==> config.mk <==
export PLATFORM = sky130hd
export DESIGN_NAME = pdas_top
export DESIGN_NICKNAME = d
export VERILOG_FILES = /design/src/shared/pdas_pkg.sv /design/src/design/pdas_top.sv
export VERILOG_INCLUDE_DIRS = /design/src /design/src/shared
export SDC_FILE = /design/constraint.sdc
export NUM_CORES = 1
export LEC_CHECK = 0
export BUFFER_PORTS_ARGS = -buffer_cell sky130_fd_sc_hd__clkbuf_2
export CORE_MARGIN = 10
export CORE_UTILIZATION = 56
export DETAILED_ROUTE_END_ITERATION = 8
export PLACE_DENSITY = 0.85
export SYNTH_ARGS = -nofsm -noshare
export SYNTH_HDL_FRONTEND = slang
export SYNTH_SLANG_ARGS = --single-unit
==> constraint.sdc <==
create_clock -name pclk -period 3.9 [get_ports pclk]
set_input_delay 0.585 -clock pclk [delete_from_list [all_inputs] [get_ports pclk]]
set_output_delay 0.585 -clock pclk [all_outputs]
set_load 0.005 [all_outputs]
==> src/shared/pdas_defs.svh <==
`ifndef PDAS_DEFS_SVH
`define PDAS_DEFS_SVH

// register byte offsets
`define PDAS_OFS_DEADBAND 8'h00
`define PDAS_OFS_SHUTDOWN 8'h04
`define PDAS_OFS_MODE 8'h08
`define PDAS_OFS_STATUS 8'h0C

// deadband_restart_ctrl fields
`define PDAS_DB_RESTART_BIT 7
`define PDAS_DB_COUNT_MSB 6
`define PDAS_DB_COUNT_LSB 0

// auto_shutdown_ctrl fields
`define PDAS_AS_STATUS_BIT 7
`define PDAS_AS_SRC_MSB 6
`define PDAS_AS_SRC_LSB 4
`define PDAS_AS_AC_MSB 3
`define PDAS_AS_AC_LSB 2
`define PDAS_AS_BD_MSB 1
`define PDAS_AS_BD_LSB 0

// pwm_mode_control fields
`define PDAS_MC_CFG_MSB 7
`define PDAS_MC_CFG_LSB 6
`define PDAS_MC_ENABLE_BIT 3
`define PDAS_MC_POL_BD_BIT 1
`define PDAS_MC_POL_AC_BIT 0

// reset values
`define PDAS_RST_DEADBAND 8'h00
`define PDAS_RST_SHUTDOWN 8'h00
`define PDAS_RST_MODE 8'h00

// timing: one instruction cycle is four oscillator periods
`define PDAS_TOSC_PER_TCY 4
`define PDAS_CLK_PERIOD_PS 25000
`define PDAS_TCY_PS 100000

`endif

==> src/shared/pdas_pkg.sv <==
package pdas_pkg;

	typedef enum logic [1:0]
	{
		PDAS_CFG_SINGLE = 2'h0,
		PDAS_CFG_HALF = 2'h1,
		PDAS_CFG_FULL_FWD = 2'h2,
		PDAS_CFG_FULL_REV = 2'h3
	} pdas_cfg_t;

	// gray-coded dead-band sequencer: wait A, drive A, wait B, drive B
	typedef enum logic [1:0]
	{
		PDAS_DB_A_WAIT = 2'h0,
		PDAS_DB_A_ON = 2'h1,
		PDAS_DB_B_WAIT = 2'h3,
		PDAS_DB_B_ON = 2'h2
	} pdas_db_state_t;

	typedef enum logic [1:0]
	{
		PDAS_LVL_LOW = 2'h0,
		PDAS_LVL_HIGH = 2'h1,
		PDAS_LVL_TRI = 2'h2
	} pdas_level_t;

endpackage

==> src/design/pdas_top.sv <==
// Behaviour
// - half-bridge: delay each inactive-to-active edge by count times four clocks
// - dead-band count is bits 6:0 of deadband register, read/write, reset zero
// - dead band longer than the phase keeps that output inactive all cycle
// - half-bridge drives pwm on A, complement on B, delay on rising edges only
// - auto-shutdown works in every output configuration on active pins
// - three-bit source select picks comparators and fault pin per encoding
// - a low fault pin is a shutdown event when selected
// - shutdown forces pin levels at once, without waiting for a clock
// - A/C shutdown level: 1x tri-state, 01 high, 00 low
// - B/D shutdown level: 1x tri-state, 01 high, 00 low
// - hardware sets status bit 7 on shutdown; set bit holds outputs shut
// - with auto-restart on, status clears itself when the cause is gone
// - with auto-restart off, status stays set until software clears it
// - status set at period start holds shutdown levels for whole period
// - after status clears, pwm resumes only at next period start
// - software writes to status bit are ignored while a cause is active
// - comparator causes are levels; status cannot clear while cause persists
// - software writing one to status forces shutdown like a hardware event
// - mode bits 1:0 choose polarity for A/C and B/D pairs separately
`timescale 1ns/1ps
`include "pdas_defs.svh"

module pdas_top #(
	parameter int DB_W = 7
) (
	// clock and reset
	input wire logic pclk,
	input wire logic presetn,
	// apb slave
	input wire logic psel,
	input wire logic penable,
	input wire logic pwrite,
	input wire logic [7:0] paddr,
	input wire logic [31:0] pwdata,
	output logic [31:0] prdata,
	output logic pready,
	output logic pslverr,
	// base pwm engine
	input wire logic pwm_raw,
	input wire logic period_start,
	// shutdown sources
	input wire logic fault_input_n,
	input wire logic comparator1_out,
	input wire logic comparator2_out,
	// bridge pins
	output logic bridge_out_a,
	output logic bridge_out_a_oe,
	output logic bridge_out_b,
	output logic bridge_out_b_oe,
	output logic bridge_out_c,
	output logic bridge_out_c_oe,
	output logic bridge_out_d,
	output logic bridge_out_d_oe
);
	import pdas_pkg::*;

	localparam int TCY_CLKS = `PDAS_TCY_PS / `PDAS_CLK_PERIOD_PS;
	localparam int CNT_W = DB_W + 3;

	// elaboration checks
	if (DB_W != `PDAS_DB_COUNT_MSB - `PDAS_DB_COUNT_LSB + 1)
	begin : g_chk_db_w
		$error("pdas_top: DB_W must match the dead-band field width");
	end
	if (TCY_CLKS != `PDAS_TOSC_PER_TCY)
	begin : g_chk_tcy
		$error("pdas_top: instruction cycle must be four clocks");
	end

	// registers
	logic [7:0] deadband_restart_ctrl_reg;
	logic [6:0] shutdown_cfg_reg;
	logic shutdown_event_status_reg;
	logic [7:0] pwm_mode_control_reg;
	logic [31:0] prdata_reg;
	logic pready_reg;
	logic pslverr_reg;

	// field views
	logic auto_restart_enable;
	logic [DB_W-1:0] dead_band_count;
	logic [2:0] shutdown_source_select;
	logic [1:0] pair_ac_shutdown_level;
	logic [1:0] pair_bd_shutdown_level;
	pdas_cfg_t output_config_select;
	logic pwm_enable;
	logic [1:0] pair_polarity_select;

	assign auto_restart_enable = deadband_restart_ctrl_reg[`PDAS_DB_RESTART_BIT];
	assign dead_band_count = deadband_restart_ctrl_reg[`PDAS_DB_COUNT_MSB:`PDAS_DB_COUNT_LSB];
	assign shutdown_source_select = shutdown_cfg_reg[`PDAS_AS_SRC_MSB:`PDAS_AS_SRC_LSB];
	assign pair_ac_shutdown_level = shutdown_cfg_reg[`PDAS_AS_AC_MSB:`PDAS_AS_AC_LSB];
	assign pair_bd_shutdown_level = shutdown_cfg_reg[`PDAS_AS_BD_MSB:`PDAS_AS_BD_LSB];
	assign output_config_select = pdas_cfg_t'(pwm_mode_control_reg[`PDAS_MC_CFG_MSB:`PDAS_MC_CFG_LSB]);
	assign pwm_enable = pwm_mode_control_reg[`PDAS_MC_ENABLE_BIT];
	assign pair_polarity_select = {pwm_mode_control_reg[`PDAS_MC_POL_BD_BIT],
		pwm_mode_control_reg[`PDAS_MC_POL_AC_BIT]};

	// apb decode
	logic apb_access;
	logic apb_wr;
	logic addr_hit;
	assign apb_access = psel & penable & ~pready_reg;
	// writes land at the completing edge, together with pready
	assign apb_wr = psel & penable & pready_reg & pwrite;
	always_comb
	begin
		case (paddr)
			`PDAS_OFS_DEADBAND,
			`PDAS_OFS_SHUTDOWN,
			`PDAS_OFS_MODE,
			`PDAS_OFS_STATUS: addr_hit = 1'b1;
			default: addr_hit = 1'b0;
		endcase
	end

	// source synchronisers
	logic [2:0] src_meta_reg;
	logic [2:0] src_sync_reg;
	always_ff @(posedge pclk or negedge presetn)
	begin
		if (!presetn)
		begin
			src_meta_reg <= 3'h0;
			src_sync_reg <= 3'h0;
		end
		else
		begin
			src_meta_reg <= {~fault_input_n, comparator2_out, comparator1_out};
			src_sync_reg <= src_meta_reg;
		end
	end

	// source selection, shared by the direct and synchronised paths
	function automatic logic src_select(input logic [2:0] sel, input logic flt,
		input logic c1, input logic c2);
		src_select = (sel[2] & flt) | (sel[0] & c1) | (sel[1] & c2);
	endfunction

	logic cause_async;
	logic cause_sync;
	assign cause_async = src_select(shutdown_source_select, ~fault_input_n,
		comparator1_out, comparator2_out);
	assign cause_sync = src_select(shutdown_source_select, src_sync_reg[2],
		src_sync_reg[0], src_sync_reg[1]);

	// status bit: set wins over any clear
	logic sw_status_wr;
	assign sw_status_wr = apb_wr & addr_hit & (paddr == `PDAS_OFS_SHUTDOWN);
	always_ff @(posedge pclk or negedge presetn)
	begin
		if (!presetn)
			shutdown_event_status_reg <= 1'(`PDAS_RST_SHUTDOWN >> `PDAS_AS_STATUS_BIT);
		else if (cause_sync)
			shutdown_event_status_reg <= 1'b1;
		else if (sw_status_wr && pwdata[`PDAS_AS_STATUS_BIT])
			shutdown_event_status_reg <= 1'b1;
		else if (sw_status_wr)
			shutdown_event_status_reg <= 1'b0;
		else if (auto_restart_enable)
			shutdown_event_status_reg <= 1'b0;
	end

	// period-aligned hold of the shutdown state
	logic hold_reg;
	always_ff @(posedge pclk or negedge presetn)
	begin
		if (!presetn)
			hold_reg <= 1'b0;
		else if (shutdown_event_status_reg)
			hold_reg <= 1'b1;
		else if (period_start)
			hold_reg <= 1'b0;
	end

	// configuration registers
	always_ff @(posedge pclk or negedge presetn)
	begin
		if (!presetn)
		begin
			deadband_restart_ctrl_reg <= `PDAS_RST_DEADBAND;
			shutdown_cfg_reg <= 7'(`PDAS_RST_SHUTDOWN);
			pwm_mode_control_reg <= `PDAS_RST_MODE;
		end
		else if (apb_wr)
		begin
			case (paddr)
				`PDAS_OFS_DEADBAND: deadband_restart_ctrl_reg <= pwdata[7:0];
				`PDAS_OFS_SHUTDOWN: shutdown_cfg_reg <= pwdata[6:0];
				`PDAS_OFS_MODE: pwm_mode_control_reg <= pwdata[7:0];
				default: ;
			endcase
		end
	end

	// apb answer: one wait state, registered
	logic [31:0] rd_mux;
	always_comb
	begin
		rd_mux = 32'h0;
		case (paddr)
			`PDAS_OFS_DEADBAND: rd_mux = {24'h0, deadband_restart_ctrl_reg};
			`PDAS_OFS_SHUTDOWN: rd_mux = {24'h0, shutdown_event_status_reg, shutdown_cfg_reg};
			`PDAS_OFS_MODE: rd_mux = {24'h0, pwm_mode_control_reg};
			`PDAS_OFS_STATUS: rd_mux = {27'h0, cause_sync, hold_reg, src_sync_reg};
			default: rd_mux = 32'h0;
		endcase
	end

	always_ff @(posedge pclk or negedge presetn)
	begin
		if (!presetn)
		begin
			pready_reg <= 1'b0;
			pslverr_reg <= 1'b0;
			prdata_reg <= 32'h0;
		end
		else
		begin
			pready_reg <= apb_access;
			pslverr_reg <= apb_access & ~addr_hit;
			prdata_reg <= (apb_access && !pwrite) ? rd_mux : 32'h0;
		end
	end

	assign pready = pready_reg;
	assign pslverr = pslverr_reg;
	assign prdata = prdata_reg;

	// dead-band sequencer
	pdas_db_state_t db_state_reg;
	logic [CNT_W-1:0] db_cnt_reg;
	logic [CNT_W-1:0] db_load;
	assign db_load = CNT_W'(dead_band_count) * CNT_W'(TCY_CLKS);

	always_ff @(posedge pclk or negedge presetn)
	begin
		if (!presetn)
		begin
			db_state_reg <= PDAS_DB_B_ON;
			db_cnt_reg <= '0;
		end
		else
		begin
			case (db_state_reg)
				PDAS_DB_A_WAIT:
				begin
					if (!pwm_raw)
					begin
						db_state_reg <= PDAS_DB_B_WAIT;
						db_cnt_reg <= db_load;
					end
					else if (db_cnt_reg == '0)
						db_state_reg <= PDAS_DB_A_ON;
					else
						db_cnt_reg <= db_cnt_reg - 1'b1;
				end
				PDAS_DB_A_ON:
				begin
					if (!pwm_raw)
					begin
						db_state_reg <= PDAS_DB_B_WAIT;
						db_cnt_reg <= db_load;
					end
				end
				PDAS_DB_B_WAIT:
				begin
					if (pwm_raw)
					begin
						db_state_reg <= PDAS_DB_A_WAIT;
						db_cnt_reg <= db_load;
					end
					else if (db_cnt_reg == '0)
						db_state_reg <= PDAS_DB_B_ON;
					else
						db_cnt_reg <= db_cnt_reg - 1'b1;
				end
				PDAS_DB_B_ON:
				begin
					if (pwm_raw)
					begin
						db_state_reg <= PDAS_DB_A_WAIT;
						db_cnt_reg <= db_load;
					end
				end
				default:
				begin
					db_state_reg <= PDAS_DB_B_ON;
					db_cnt_reg <= '0;
				end
			endcase
		end
	end

	// steering of the active levels per configuration
	logic [3:0] act_next;
	logic [3:0] oe_next;
	logic [3:0] act_reg;
	logic [3:0] oe_reg;
	always_comb
	begin
		act_next = 4'h0;
		oe_next = 4'h0;
		case (output_config_select)
			PDAS_CFG_SINGLE:
			begin
				act_next = {3'h0, pwm_raw};
				oe_next = 4'h1;
			end
			PDAS_CFG_HALF:
			begin
				act_next = {2'h0, db_state_reg == PDAS_DB_B_ON,
					db_state_reg == PDAS_DB_A_ON};
				oe_next = 4'h3;
			end
			PDAS_CFG_FULL_FWD:
			begin
				act_next = {pwm_raw, 3'h1};
				oe_next = 4'hF;
			end
			PDAS_CFG_FULL_REV:
			begin
				act_next = {1'b0, 1'b1, pwm_raw, 1'b0};
				oe_next = 4'hF;
			end
			default:
			begin
				act_next = 4'h0;
				oe_next = 4'h0;
			end
		endcase
		if (!pwm_enable)
			oe_next = 4'h0;
	end

	always_ff @(posedge pclk or negedge presetn)
	begin
		if (!presetn)
		begin
			act_reg <= 4'h0;
			oe_reg <= 4'h0;
		end
		else
		begin
			act_reg <= act_next ^ {pair_polarity_select[1], pair_polarity_select[0],
				pair_polarity_select[1], pair_polarity_select[0]};
			oe_reg <= oe_next;
		end
	end

	// pin forcing is combinational so a fault acts without a clock edge
	logic shut_now;
	logic [1:0] ac_lvl;
	logic [1:0] bd_lvl;
	assign shut_now = cause_async | shutdown_event_status_reg | hold_reg;
	assign ac_lvl = pair_ac_shutdown_level;
	assign bd_lvl = pair_bd_shutdown_level;

	genvar gi;
	generate
		for (gi = 0; gi < 4; gi++)
		begin : g_pin
			logic [1:0] lvl;
			logic pin_val;
			logic pin_oe;
			assign lvl = (gi % 2 == 1) ? bd_lvl : ac_lvl;
			assign pin_val = shut_now ? (lvl == 2'h1) : act_reg[gi];
			assign pin_oe = oe_reg[gi] & ~(shut_now & lvl[1]);
		end
	endgenerate

	assign bridge_out_a = g_pin[0].pin_val;
	assign bridge_out_a_oe = g_pin[0].pin_oe;
	assign bridge_out_b = g_pin[1].pin_val;
	assign bridge_out_b_oe = g_pin[1].pin_oe;
	assign bridge_out_c = g_pin[2].pin_val;
	assign bridge_out_c_oe = g_pin[2].pin_oe;
	assign bridge_out_d = g_pin[3].pin_val;
	assign bridge_out_d_oe = g_pin[3].pin_oe;

endmodule

==> flow_summary_export.csv <==
group,metric,value,unit
synth,synth_cell_types,55,
placed_design,dp_hpwl,5530,um
global_route,grt.total_usage,16.8,%
clocking,numCtsBuffers,9,
cells_and_area,areaGrowthSynthToFinish,12.1,%
sta,fmax,401,MHz
hold_path,hold_class,"input port to asynchronous set/reset pin",
synth,synth_seq_area_share,46.8,%
route,ant_nets,0,
clocking,clockRootBuffer,"clkbuf_8",
floorplanning,die_x,95.7,um
floorplanning,die_h,95.7,um
status,outcome,"finished clean",
sta,finClkSkew,0.00641,ns
sta,drv_slew,0,
route,drc,0,
clocking,h-tree-depth,3,
global_route,antenna_found_initial,0,
synth,synth_area_leaders,"dfrtp_1 46%, mux2_2 9.5%, buf_4 5.6%",
clocking,tritoncts,"yes",
clocking,cts_sinks,60,
synth,yosysTopAreaCell,"dfrtp_1",
route,num_vias,2369,
sta,final_hold_viol_count,0,
route,wl_per_cell,18.7,um
clocking,cts_setup_buffers,0,
power_and_ir_drop,power_density,579,nW/um2
clocking,clockBufferDepth,2,
floorplanning,rows,27,
worst_setup_path,critPathLaunchType,"register",
clocking,postCtsHoldBufs,0,
synth,synth_common_cells,"59 x dfrtp_1, 27 x mux2_2, 24 x buf_4",
sta,max_slew_margin,37.2,%
worst_setup_path,crit_arrival,2.73,ns
route,viasPerCell,5.79,
sta,min_period,2.49,ns
placed_design,gp_congestion,0.877,
sta,min_period_over_period,64.0,%
clocking,clk_latency,0.35,ns
cells_and_area,diodes,0,
synth,syn_area,3210,um2
power_and_ir_drop,p_leak,1.77,nW
global_route,grt_pass1_vias,2340,
cells_and_area,fin_nets,389,
worst_setup_path,cp_data_required_time,4.14,ns
route,totalWireLength,7650,um
global_route,grt_pass1_wl,11800,um
worst_setup_path,crit_fanout,11,
power_and_ir_drop,ir_worst_vdd,0.000288,V
global_route,grt_max_degree,32,
job,drv_cap,0,
floorplanning,core,5540,um2
cells_and_area,largest_reg_flops,10,
placed_design,port_buffers,43,
sta,final.setup.tns,0,ns
synth,yosys_warnings,0,
floorplanning,dieArea,9170,um2
floorplanning,num_io_pins,92,
synth,synthCells,291,
synth,synth_area_per_cell,11.0,um2
floorplanning,start_util,58.0,%
route,drt-initial-drc-count,159,
placed_design,pre_cts_ws,1.35,ns
sta,worst_slack,1.41,ns
worst_setup_path,crit_path_end_kind,"register",
synth,yosysTopAreaCellShare,46.0,%
synth,yosysMostFrequentCell,"dfrtp_1",
sta,rsz0062_at_grt,"false",
route,first_pass_iters,5,
synth,synthArstFlopShare,100,%
synth,synth_edf_count,0,
global_route,overflow,0,
clocking,cts_resized,0,
clocking,clk_pin_slew,0.07,ns
synth,synth-main-ff-cell,"dfrtp_1",
synth,synth_seq_cells,60,
sta,worst_pin_slew,0.916,ns
cells_and_area,drive_above_1_share,28.2,%
worst_setup_path,worstSetupPathType,"register to register",
sta,finalSetupViolCount,0,
report_power, final:
part	switching [mW]	leakage, nW	internal (mW)
sequential	0.0640	0.800	0.681
clock	0.251	0.114	0.397
combinational	0.419	0.859	0.277
kinds of logic (layout without fill, tap and decap cells):
family                     count (synthesis)  in the layout  synth area share, %
muxes                                     43             43                 16.1
and+or+nand+nor                           69             69                 12.5
adders and majority gates                  7              7                 2.73
other                                      1             24                0.117
AOI/OAI and AO/OA                         56             56                 11.6
xor gates and xnor gates                   5              5                 1.36
buffers and inverters                     50             73                 8.88
DFF                                       60             60                 46.8
through the flow:
step                total power, mW  hold slack, ns  instance area [um2]  instances  util [%]
floorplan                      1.30           0.289                 3300        314         -
global placement               1.40           0.334                 3380        393      60.9
detailed placement             1.43           0.335                 3380        393      60.9
CTS                            2.07           0.321                 3600        409      65.0
global route                   2.19           0.347                 3600        409      65.0
finish                         2.09           0.297                 3600        409      65.0
worst max-delay path, stage by stage (launching register included):
cell and delay, ns:
dfstp_2 0.56, inv_1 0.08, ha_1 0.32, or3b_1 0.52
and2_1 0.25, or3_1 0.38, o311ai_1 0.27
final cells by class:
cell class / instances / area, um2
Fill cell: 412 / 1940
Multi-Input combinational cell: 204 / 1510
Sequential cell: 60 / 1500
Timing Repair Buffer: 44 / 223
Clock buffer: 13 / 159
Tap cell: 72 / 90.1
Clock inverter: 3 / 68.8
Inverter: 13 / 48.8
worst paths after layout:
path                                              from  cells past startpoint                                  end  slack [ns]
setup / recovery           db_state_reg[1]$_DFFE_PN1P_                      6            db_cnt_reg[2]$_DFFE_PN0P_        1.41
hold / removal                                 presetn                      1  pwm_mode_control_reg[4]$_DFFE_PN0P_        0.30
setup reg to reg           db_state_reg[1]$_DFFE_PN1P_                      6            db_cnt_reg[2]$_DFFE_PN0P_        1.41
hold reg to reg              src_meta_reg[2]$_DFF_PN0_                      0            src_sync_reg[2]$_DFF_PN0_        0.35
max in group asynchronous                      presetn                      2                  prdata[2]$_DFF_PN0_        2.74
min in group pclk            src_meta_reg[2]$_DFF_PN0_                      0            src_sync_reg[2]$_DFF_PN0_        0.35
placed cells by master, fill, tap and decap left out, drive strengths merged, types with 2 or more instances in the layout:
cell     Yosys  layout
a211oi       4       4
nor3         5       5
o21a         2       2
mux2        29      29
o22ai        2       2
bufinv       0       2
nor3b        2       2
nand3        4       4
o21ai       12      12
nor2b        8       8
and4         3       3
and2         2       2
dfrtp       59      59
nor2        16      16
o311ai       3       3
nor4b        2       2
nand2       10      10
ha           7       7
a21boi       4       4
a21oi       13      13
clkbuf      12      56
or3          2       2
o2bb2ai      2       2
mux2i       10      10
nand2b       3       3
inv         13      13
mux4         4       4
or4          3       3
conb         1      24
o211ai       3       3
nor4         3       3
or3b         3       3
xnor2        4       4
per-layer routing:
layer | vias up | track usage [%] | wire length, um
li1 | 1089 | - | -
met4 | 0 | 6.02 | 101
met1 | 1164 | 19.7 | 2910
met3 | 10 | 5.53 | 819
met5 | - | 0 | 0
met2 | 106 | 28.2 | 3820
Power figures use the tool's default switching activity.
